===== src/design/pixel_port_pkg.sv =====
`default_nettype none
package pixel_port_pkg;
  // ************************************************************
  // Frame geometry and formats
  // ************************************************************
  localparam int unsigned LINE_ACTIVE_PIXELS = 320;
  localparam int unsigned FRAME_ACTIVE_LINES = 480;
  localparam logic [8:0] COL_LAST = 9'h13f;
  localparam logic [8:0] ROW_LAST = 9'h1df;
  localparam logic [8:0] POS_ZERO = 9'h000;
  localparam logic [8:0] POS_ONE = 9'h001;
  localparam logic [2:0] FMT_18BPP = 3'h6;
  localparam logic [2:0] FMT_16BPP = 3'h5;
  localparam logic [1:0] FILL_ZERO = 2'h0;
  localparam logic [1:0] FILL_ONE = 2'h1;
  localparam logic [1:0] FILL_REPEAT = 2'h2;
  localparam int unsigned PIX_W = 18;

  // One widened pixel with its raster position
  typedef struct packed {
    logic [5:0] red;
    logic [5:0] green;
    logic [5:0] blue;
    logic [8:0] col;
    logic [8:0] row;
    logic first;
  } pixel_word_t;
endpackage : pixel_port_pkg
`default_nettype wire


===== src/design/pixel_skid_buffer.sv =====
`default_nettype none
// ************************************************************
// Two-entry buffer with valid and ready on both sides
// ************************************************************
module pixel_skid_buffer (
  // Clock and reset
  input wire logic clk_in,
  input wire logic rst_n_in,
  // Filling side
  input wire pixel_port_pkg::pixel_word_t wr_data_in,
  input wire logic wr_valid_in,
  output logic wr_ready_out,
  // Draining side
  output pixel_port_pkg::pixel_word_t rd_data_out,
  output logic rd_valid_out,
  input wire logic rd_ready_in
);
  pixel_port_pkg::pixel_word_t mem_r [2];
  pixel_port_pkg::pixel_word_t mem_nxt [2];
  logic wp_r, wp_nxt, rp_r, rp_nxt;
  logic [1:0] cnt_r, cnt_nxt;
  logic push, pop;

  // Pointer and occupancy update
  always_comb begin
    push = wr_valid_in && (cnt_r != 2'h2);
    pop = (cnt_r != 2'h0) && rd_ready_in;
    mem_nxt = mem_r;
    if (push) begin
      mem_nxt[wp_r] = wr_data_in;
    end
    wp_nxt = push ? ~wp_r : wp_r;
    rp_nxt = pop ? ~rp_r : rp_r;
    cnt_nxt = cnt_r + {1'b0, push} - {1'b0, pop};
  end

  // Registered state
  always_ff @(posedge clk_in) begin
    mem_r <= mem_nxt;
    if (!rst_n_in) begin
      wp_r <= 1'b0;
      rp_r <= 1'b0;
      cnt_r <= 2'h0;
    end else begin
      wp_r <= wp_nxt;
      rp_r <= rp_nxt;
      cnt_r <= cnt_nxt;
    end
  end

  // Read data straight from storage registers
  assign rd_data_out = mem_r[rp_r];
  assign rd_valid_out = (cnt_r != 2'h0);
  assign wr_ready_out = (cnt_r != 2'h2);
endmodule : pixel_skid_buffer
`default_nettype wire


===== src/design/rgb_pixel_port_receiver.sv =====
// What this block does
// - Pixel bus and framing are sampled on the pixel clock rising edge.
// - Frame sync starts each frame; the frame position restarts on it.
// - Line sync starts each line; the column restarts on it.
// - Pixel words are accepted only while pixel_valid is high.
// - One 16 or 18 bit pixel moves per pixel clock period.
// - Line is sync plus back porch plus 320 active plus front porch.
// - Frame is sync plus back porch plus 480 lines plus front porch.
// - Format 3'h6 treats each word as 18-bit colour.
// - Format 3'h5 treats each word as 16-bit colour.
// - 16-bit red and blue widen by fill zero, one, or top-bit repeat.
`default_nettype none
module rgb_pixel_port_receiver (
  // Clock and reset
  input wire logic clk_in,
  input wire logic rst_n_in,
  // Pixel port pins
  input wire logic pclk_in,
  input wire logic vsync_in,
  input wire logic hsync_in,
  input wire logic pixel_valid_in,
  input wire logic [17:0] pixel_data_in,
  // Static configuration
  input wire logic [2:0] pixel_format_in,
  input wire logic [1:0] widen_fill_select_in,
  // Pixel stream out
  output logic [17:0] pix_rgb_out,
  output logic [8:0] pix_col_out,
  output logic [8:0] pix_row_out,
  output logic pix_first_out,
  output logic pix_valid_out,
  input wire logic pix_ready_in,
  // Status
  output logic line_error_out,
  output logic frame_error_out,
  output logic overflow_out
);
  // ************************************************************
  // Pin synchronisers
  // ************************************************************
  localparam int unsigned SYNC_W = 22;
  logic [SYNC_W-1:0] s1_r, s2_r, s3_r;
  logic [SYNC_W-1:0] s1_nxt;
  logic pclk_rise;

  // First stage only feeds the second
  always_comb begin
    s1_nxt = {pclk_in, vsync_in, hsync_in, pixel_valid_in, pixel_data_in};
  end

  // Sync pipeline; third stage holds the previous clock level
  always_ff @(posedge clk_in) begin
    if (!rst_n_in) begin
      s1_r <= '0;
      s2_r <= '0;
      s3_r <= '0;
    end else begin
      s1_r <= s1_nxt;
      s2_r <= s1_r;
      s3_r <= s2_r;
    end
  end

  // Pixel clock rising edge; data from the third stage, the set sampled while the clock was still low
  assign pclk_rise = s2_r[21] && !s3_r[21];

  logic vs_now, hs_now, de_now;
  logic [17:0] dat_now;
  assign vs_now = s3_r[20];
  assign hs_now = s3_r[19];
  assign de_now = s3_r[18];
  assign dat_now = s3_r[17:0];

  // ************************************************************
  // Colour widening
  // ************************************************************
  function automatic logic [5:0] widen5(input logic [4:0] f, input logic [1:0] sel);
    logic b;
    b = 1'b0;
    unique case (sel)
      pixel_port_pkg::FILL_ZERO: b = 1'b0;
      pixel_port_pkg::FILL_ONE: b = 1'b1;
      pixel_port_pkg::FILL_REPEAT: b = f[4];
      default: b = 1'b0;
    endcase
    return {f, b};
  endfunction : widen5

  // ************************************************************
  // Framing state
  // ************************************************************
  typedef enum logic [2:0] {
    ST_IDLE = 3'b001,
    ST_FRAME = 3'b010,
    ST_HOLD = 3'b100
  } fstate_t;

  fstate_t st_r, st_nxt;
  logic vs_prev_r, vs_prev_nxt, hs_prev_r, hs_prev_nxt;
  logic [8:0] col_r, col_nxt, row_r, row_nxt;
  logic line_seen_r, line_seen_nxt, first_r, first_nxt;
  logic lerr_r, lerr_nxt, ferr_r, ferr_nxt, ovf_r, ovf_nxt;
  logic accept, buf_ready;
  logic [17:0] rgb;
  pixel_port_pkg::pixel_word_t wr_word;

  // Pixel formatting per selected format
  always_comb begin
    rgb = dat_now;
    if (pixel_format_in == pixel_port_pkg::FMT_16BPP) begin
      rgb = {widen5(dat_now[15:11], widen_fill_select_in), dat_now[10:5],
             widen5(dat_now[4:0], widen_fill_select_in)};
    end
  end

  // Position tracking and structure checks
  always_comb begin
    st_nxt = st_r;
    vs_prev_nxt = vs_prev_r;
    hs_prev_nxt = hs_prev_r;
    col_nxt = col_r;
    row_nxt = row_r;
    line_seen_nxt = line_seen_r;
    first_nxt = first_r;
    lerr_nxt = lerr_r;
    ferr_nxt = ferr_r;
    ovf_nxt = ovf_r;
    accept = 1'b0;
    if (pclk_rise) begin
      vs_prev_nxt = vs_now;
      hs_prev_nxt = hs_now;
      unique case (st_r)
        ST_IDLE: begin
          if (vs_now && !vs_prev_r) begin
            st_nxt = ST_FRAME;
            first_nxt = 1'b1;
          end
        end
        ST_FRAME, ST_HOLD: begin
          if (de_now && line_seen_r && (st_r == ST_FRAME)) begin
            accept = (col_r <= pixel_port_pkg::COL_LAST);
            if (accept) begin
              ovf_nxt = ovf_r | ~buf_ready;
              col_nxt = col_r + pixel_port_pkg::POS_ONE;
              first_nxt = 1'b0;
            end
          end
          if (hs_now && !hs_prev_r) begin
            // A line with pixels that did not fill 320 is short
            if (line_seen_r && col_r != pixel_port_pkg::POS_ZERO &&
                col_r != pixel_port_pkg::COL_LAST + pixel_port_pkg::POS_ONE) begin
              lerr_nxt = 1'b1;
            end
            if (col_r != pixel_port_pkg::POS_ZERO) begin
              if (row_r == pixel_port_pkg::ROW_LAST) begin
                st_nxt = ST_HOLD;
              end
              row_nxt = row_r + pixel_port_pkg::POS_ONE;
            end
            col_nxt = pixel_port_pkg::POS_ZERO;
            line_seen_nxt = 1'b1;
          end
          if (vs_now && !vs_prev_r) begin
            if (row_r != pixel_port_pkg::ROW_LAST + pixel_port_pkg::POS_ONE) begin
              ferr_nxt = 1'b1;
            end
            st_nxt = ST_FRAME;
            row_nxt = pixel_port_pkg::POS_ZERO;
            col_nxt = pixel_port_pkg::POS_ZERO;
            line_seen_nxt = 1'b0;
            first_nxt = 1'b1;
          end
        end
      endcase
    end
  end

  // Framing registers
  always_ff @(posedge clk_in) begin
    if (!rst_n_in) begin
      st_r <= ST_IDLE;
      vs_prev_r <= 1'b0;
      hs_prev_r <= 1'b0;
      col_r <= pixel_port_pkg::POS_ZERO;
      row_r <= pixel_port_pkg::POS_ZERO;
      line_seen_r <= 1'b0;
      first_r <= 1'b0;
      lerr_r <= 1'b0;
      ferr_r <= 1'b0;
      ovf_r <= 1'b0;
    end else begin
      st_r <= st_nxt;
      vs_prev_r <= vs_prev_nxt;
      hs_prev_r <= hs_prev_nxt;
      col_r <= col_nxt;
      row_r <= row_nxt;
      line_seen_r <= line_seen_nxt;
      first_r <= first_nxt;
      lerr_r <= lerr_nxt;
      ferr_r <= ferr_nxt;
      ovf_r <= ovf_nxt;
    end
  end

  // ************************************************************
  // Output buffer and output registers
  // ************************************************************
  pixel_port_pkg::pixel_word_t rd_word;
  logic rd_valid, take;
  logic out_v_r, out_v_nxt;
  pixel_port_pkg::pixel_word_t out_r, out_nxt;

  // Word offered to the buffer
  always_comb begin
    wr_word.red = rgb[17:12];
    wr_word.green = rgb[11:6];
    wr_word.blue = rgb[5:0];
    wr_word.col = col_r;
    wr_word.row = row_r;
    wr_word.first = first_r;
  end

  pixel_skid_buffer u_buf (
    .clk_in(clk_in),
    .rst_n_in(rst_n_in),
    .wr_data_in(wr_word),
    .wr_valid_in(accept),
    .wr_ready_out(buf_ready),
    .rd_data_out(rd_word),
    .rd_valid_out(rd_valid),
    .rd_ready_in(take)
  );

  // Output stage loads when empty or being drained
  always_comb begin
    take = !out_v_r || pix_ready_in;
    out_v_nxt = take ? rd_valid : out_v_r;
    out_nxt = (take && rd_valid) ? rd_word : out_r;
  end

  always_ff @(posedge clk_in) begin
    if (!rst_n_in) begin
      out_v_r <= 1'b0;
      out_r <= '0;
    end else begin
      out_v_r <= out_v_nxt;
      out_r <= out_nxt;
    end
  end

  assign pix_rgb_out = {out_r.red, out_r.green, out_r.blue};
  assign pix_col_out = out_r.col;
  assign pix_row_out = out_r.row;
  assign pix_first_out = out_r.first;
  assign pix_valid_out = out_v_r;
  assign line_error_out = lerr_r;
  assign frame_error_out = ferr_r;
  assign overflow_out = ovf_r;

  // ************************************************************
  // Checks
  // ************************************************************
  a_accept_needs_edge: assert property (@(posedge clk_in) disable iff (!rst_n_in)
    accept |-> pclk_rise) else $error("Pixel taken without clock edge");
  a_accept_needs_valid: assert property (@(posedge clk_in) disable iff (!rst_n_in)
    accept |-> de_now) else $error("Pixel taken without valid");
  a_col_in_range: assert property (@(posedge clk_in) disable iff (!rst_n_in)
    accept |-> col_r <= 9'h13f) else $error("Column past active area");
  a_vsync_restart: assert property (@(posedge clk_in) disable iff (!rst_n_in)
    (pclk_rise && vs_now && !vs_prev_r) |=> (row_r == 9'h000 && col_r == 9'h000))
    else $error("Frame position not restarted");
  a_hsync_restart: assert property (@(posedge clk_in) disable iff (!rst_n_in)
    (pclk_rise && hs_now && !hs_prev_r) |=> col_r == 9'h000) else $error("Column not restarted");
  a_fmt_18bit: assert property (@(posedge clk_in) disable iff (!rst_n_in)
    (pixel_format_in == 3'h6) |-> rgb == dat_now) else $error("18-bit word altered");
  a_fill_zero: assert property (@(posedge clk_in) disable iff (!rst_n_in)
    (pixel_format_in == 3'h5 && widen_fill_select_in == 2'h0) |-> (rgb[12] == 1'b0 && rgb[0] == 1'b0))
    else $error("Zero fill wrong");
  a_fill_repeat: assert property (@(posedge clk_in) disable iff (!rst_n_in)
    (pixel_format_in == 3'h5 && widen_fill_select_in == 2'h2) |-> (rgb[12] == dat_now[15] && rgb[0] == dat_now[4]))
    else $error("Repeat fill wrong");
  a_one_per_period: assert property (@(posedge clk_in) disable iff (!rst_n_in)
    accept |=> !accept) else $error("Two pixels in one period");
  a_out_hold: assert property (@(posedge clk_in) disable iff (!rst_n_in)
    (pix_valid_out && !pix_ready_in) |=> ($stable(pix_rgb_out) && pix_valid_out))
    else $error("Output changed under stall");
endmodule : rgb_pixel_port_receiver
`default_nettype wire


===== config.mk =====
export PLATFORM = sky130hd
export DESIGN_NAME = rgb_pixel_port_receiver
export DESIGN_NICKNAME = d
export VERILOG_FILES = /design/src/design/pixel_port_pkg.sv /design/src/design/pixel_skid_buffer.sv /design/src/design/rgb_pixel_port_receiver.sv
export SDC_FILE = /design/constraint.sdc
export NUM_CORES = 1
export LEC_CHECK = 0
export BUFFER_PORTS_ARGS = -buffer_cell sky130_fd_sc_hd__buf_4
export CORE_MARGIN = 2
export CORE_UTILIZATION = 30
export DETAILED_ROUTE_END_ITERATION = 16
export GPL_ROUTABILITY_DRIVEN = 0
export MAX_ROUTING_LAYER = met4
export PLACE_DENSITY = 0.47
export SLEW_MARGIN = 5
export SYNTH_ARGS = -nofsm -noshare
export SYNTH_HDL_FRONTEND = slang
export SYNTH_SLANG_ARGS = --single-unit

===== constraint.sdc =====
create_clock -name clk_in -period 6.9 [get_ports clk_in]
set_input_delay 0.345 -clock clk_in [delete_from_list [all_inputs] [get_ports clk_in]]
set_output_delay 0.345 -clock clk_in [all_outputs]
set_load 0.02 [all_outputs]

== After elaboration in Yosys (flattened, before gate mapping) ==
Cells that the tools add are included.

* Flip-flop bits (word level): 210
* Latch bits: 0
* RAM bits: 0
* Memory bits (read-only): 0
* Input bits: 30
* Output and inout bits: 41
* Logic and storage cells: 127
* Memories kept: 0

* Add/subtract/negate cells: 4
* $mul: 0
* Div/mod/pow operators: 0
* $lt $le $gt $ge: 4
* Eq/ne operators: 16
* Shift operators: 0
* Muxes and demuxes: 32
* Bitwise gates (word level): 6
* Reduce and logical (&&, ||, !) cells: 30

{| class="wikitable"
|+ Operators with widths
! operator !! number
|-
| $mux W37 || 4
|-
| $bwmux W74 || 1
|-
| $mux W9 || 7
|-
| $demux W37 S1 || 1
|-
| $reduce_and A4 Y1 || 6
|-
| $add A9 B1 Y9 const B || 2
|-
| $mux W18 || 1
|-
| $ne A9 B9 Y1 const B || 2
|-
| $mux W3 || 5
|-
| $ne A3 B3 Y1 const B || 5
|-
| $logic_and A1 B1 Y1 || 10
|-
| $eq A9 B9 Y1 const B || 1
|-
| $le A9 B9 Y1 const B || 1
|-
| $mux W1 || 9
|-
| $reduce_bool A9 Y1 || 1
|-
| $eq A3 B3 Y1 const B || 2
|-
| $pmux W1 S2 || 3
|-
| $pmux W3 S2 || 1
|-
| $reduce_bool A2 Y1 || 3
|-
| $reduce_bool A3 Y1 || 2
|-
| $reduce_and A5 Y1 || 1
|-
| $ge A2 B2 Y1 const B || 2
|-
| $logic_not A1 Y1 || 4
|-
| $ne A2 B2 Y1 const B || 2
|-
| other kinds (13) || 16
|}

== Depth between registers and ports, before layout ==
* Depth after elaboration: 8
* Gate-level depth with buffers: 10

== By module ==
Synthesis repeated with hierarchy kept, for this count alone.

* Cells, all modules: 653
* Area total of the unflattened synthesis: 7813.7 sq um

{| class="wikitable"
|+ By module, submodules not included
! module !! times used !! cells each !! area each (sq um) !! seq. area each (sq um)
|-
| rgb_pixel_port_receiver || 1 || 516 || 4853.4 || 2642.5
|-
| pixel_skid_buffer || 1 || 137 || 2960.3 || 2302.2
|}

== Worst setup path before layout ==
Ideal clock, no wire load.

* Path type: reg2reg
* Start: register st_r[0]
* End: register u_buf.mem_r[37] in the netlist's numbering, enable pin
* Setup time: 0.524 ns
* Data arrival time: 4.520 ns
* Data required time: 6.376 ns
* Path slack: 1.856 ns
* Cell stages (with the launch flop): 5
* Path buffers: 1
* Clock period less this slack: 5.044 ns
* Path through: dfxtp_1 > buf_6 > nor3b_1 > nand3_1 > nor4_1

* Longest elaborated chain between the ends: 6

{| class="wikitable"
|+ RTL lines
! element !! RTL line !! RTL
|-
| start: declaration || rgb_pixel_port_receiver.sv:98 || <nowiki>fstate_t st_r, st_nxt;</nowiki>
|-
| start signal: assignment || rgb_pixel_port_receiver.sv:192 || <nowiki>st_r <= st_nxt;</nowiki>
|-
| $eq A3 B2 Y1 || rgb_pixel_port_receiver.sv:132, rgb_pixel_port_receiver.sv:140 ||
|-
| $logic_and A1 B1 Y1 || rgb_pixel_port_receiver.sv:140 || <nowiki>if (de_now && line_seen_r && (st_r == ST_FRAME)) begin</nowiki>
|-
| $mux W1 || rgb_pixel_port_receiver.sv:140 ||
|-
| $mux W1 * || rgb_pixel_port_receiver.sv:132 || <nowiki>unique case (st_r)</nowiki>
|-
| $mux W1 * || rgb_pixel_port_receiver.sv:129 || <nowiki>if (pclk_rise) begin</nowiki>
|-
| $logic_and A1 B1 Y1 * || pixel_skid_buffer.sv:26 || <nowiki>push = wr_valid_in && (cnt_r != 2'h2);</nowiki>
|-
| end signal: assignment || pixel_skid_buffer.sv:39 || <nowiki>mem_r <= mem_nxt;</nowiki>
|-
| end: declaration || pixel_skid_buffer.sv:18 || <nowiki>pixel_port_pkg::pixel_word_t mem_r [2];</nowiki>
|}

Every way passes the cells marked *; elsewhere a longest branch is shown, timed or not.
A chain may end at the register's enable or synchronous reset.

== Final worst setup path ==
* Start: register st_r[0]
* End: register u_buf.mem_r[15] in the netlist's numbering, enable pin

The elaborated chain is that of the path after synthesis.

==> reports/results.tsv <==
metric	value	unit
power share of the clock group	48.4	%
Leak	3.36	nW
core area	25100	µm²
final worst slack	4.56	ns
reg-to-reg startpoint	st_r[0]	
sw frac	19.4	%
sequential share of the synthesized area	64.7	%
crit path max fanout	37	
Place WS	4.55	ns
antenna-violating nets left	0	
GRT Overall Usage	11.3	%
dpl cells	982	
Seq pwr share	49.1	%
hold buffers post-CTS	0	
register area	4950	µm²
proportion of layout cells with a drive suffix above 1	20.8	%
Post-synth ARST share	0	%
Via density	4.37	
DRT Wirelength	14400	µm
Switching Power	0.512	mW
antenna cells	0	
Post-synth EDFFs	74	
Max Slew Vio Count	0	
status	completed	
hold_sp	pixel_data_in[1]	
final setup violation count	0	
largest net degree at the start of global routing	77	
Fin Setup TNS	0	ns
CP Cell Sequence	nor3b_1 > nand3_1 > nor3_2 > and2_1 > buf_4	
Yosys top cell by area	dfxtp_1	
Final nets	716	
Die Y	164	µm
Synth Register Bits	210	
top_reg_cell synth	dfxtp_1	
gr ovfl total	0	
Arr. time, crit path	2.48	ns
unrepaired setup endpoints after global routing	no	
Synth area leaders	dfxtp_1 (36%), edfxtp_1 (29%), and2_1 (5.7%)	
biggest cell delay along the critical path	0.44	ns
share of the synthesized area in the top cell type	35.6	%
DP Wirelength	9620	µm
num rows	58	
initial antenna violation count	0	
most frequent cells in the layout	dfxtp_1 (135), buf_4 (75), edfxtp_1 (74)	
Starting Density	30.4	%
MaxCap Viol Count	0	
min Tclk post-route	2.34	ns
die area	26800	µm²
pwr dens	284	nW/µm²
via count	4480	
clk sinks	210	
H-tree level count	1	
non-filler instance count after layout	1026	
fillers	2469	
critical path class	reg2reg	
Detailed Route Iter0 Violations	330	
CP Capture Type	register	
buffers added on ports	70	
CTS tree	done	
CP required	7.04	ns
Critical-path top delay cell	buf_4	
routed len/inst	14.0	µm
worst slew pin tran	0.804	ns
Chip Width	164	µm
area growth from synthesis to layout	21.7	%
Initial DRT Pass Iterations	4	
startpoint types	register	
post-cts resize count	0	
CTS root buf	clkbuf_16	
clk_skew	0.0206	ns
Synth Cell Area	7640	µm²
# DRC	0	
number of global-route vias before repair	4470	
Slew headroom	46.2	%
clk_lat worst skew	0.51	ns
worst vdd ir	0.000137	V
CP Buf/Inv Count	1	
worst hold-check path type	in2reg	
Max Root-Sink Buffers	3	
delay-heaviest family, CP	simple AND/OR/NAND/NOR gates	
Boundary Pins	71	
multi-input logic area	2510	µm²
FMAX	427	MHz
Gate Count Post-Synth	608	
most common cell after layout, fill and taps aside	dfxtp_1	
Clock transition at path regs	0.05	ns
Distinct cells, synth	57	
CTS Buf Count	24	
Ys Warns	0	
Worst Setup SP	st_r[0]	
P_int	2.13	mW
Post-CTS Setup Repair Bufs	0	
Core Util, Final	37.0	%
Syn Area/Cell	12.6	µm²
Comb pwr share	2.4	%
global-route wire length before repair	23500	µm
syn nets	646	
Fin. Hold Viols	0	
final cycle utilization of the critical path	34.0	%
==> worst register-to-register path: stages, from the launching register on <==
cell and delay [ns]:
dfxtp_1 0.40, nor3b_1 0.32, nand3_1 0.30, nor3_2 0.34, and2_1 0.17, buf_4 0.44
==> stage by stage <==
stage | area, µm² | power (mW) | hold WS, ns
4_1_cts | 9300 | 2.69 | 0.0181
2_1_floorplan | 7640 | 1.36 | 0.412
6_report | 9300 | 2.64 | 0.0392
3_5_place_dp | 8470 | 1.39 | 0.417
3_3_place_gp | 8470 | 1.39 | 0.416
5_1_grt | 9300 | 2.75 | 0.0197
==> power groups by stage <==
| stage | registers (mW) | logic (mW) | clock network (mW) |
|---|---|---|---|
| 5_1_grt | 1.30 | 0.0725 | 1.38 |
| 6_report | 1.30 | 0.0641 | 1.28 |
| 4_1_cts | 1.30 | 0.0657 | 1.32 |
| 3_5_place_dp | 1.32 | 0.0657 | 0 |
| 2_1_floorplan | 1.32 | 0.0397 | 0 |
| 3_3_place_gp | 1.32 | 0.0644 | 0 |
==> sequential cells by signal, summed over array words and instances (netlist names), 2 cells and up <==
signal       cells
s3_r            22
pix_rgb_out     18
st_r             3
pix_row_out      9
s2_r            22
s1_r            22
u_buf.mem_r     74
row_r            9
u_buf.cnt_r      2
pix_col_out      9
col_r            9
==> synth_stat cells, drive strengths merged (5+ instances only) <==
cell type / number
o31ai: 5
nand3: 9
dfxtp: 136
clkbuf: 21
buf: 10
nor2: 66
inv: 11
mux2i: 39
nand2: 14
xnor2: 7
ha: 8
a211oi: 37
and3: 6
mux2: 16
xor2: 9
nand4: 6
edfxtp: 74
and2: 71
nor3: 6
o21ai: 12
nand2b: 5
a21oi: 7
==> area by class of cell <==
class                      count  area share, %
inverter                      11          0.444
clock inverter                 6          0.982
tap                          330           4.44
timing repair buffer          75           6.05
multi-input combinational    356           27.0
clock buffer                  38           7.91
sequential                   210           53.2
==> metal layers <==
layer	track usage, %	up-vias	share of wire (%)	wire (µm)
li1	-	2295	-	-
met1	14.9	2073	48	6970
met2	17.5	94	45	6470
met3	2.26	18	4.8	698
met4	3.51	0	1.8	263
met5	-	-	0	0
==> kinds of logic after synthesis <==
logic type | after synthesis | synth area share (%)
and+or+nand+nor | 205 | 14.9
xor gates and xnor gates | 16 | 1.93
DFF | 210 | 64.7
adders and majority gates | 8 | 1.31
buffers and inverters | 42 | 2.62
muxes | 55 | 7.47
AOI/OAI and AO/OA | 72 | 7.04
==> final timing paths <==
kind | cells past startpoint | slack [ns] | end
setup reg to reg | 5 | 4.56 | u_buf.mem_r[15]
hold reg to reg | 1 | 0.43 | s3_r[20]
setup / recovery | 5 | 4.56 | u_buf.mem_r[15]
hold / removal | 2 | 0.04 | s1_r[1]
Power figures use the tool's default switching activity.
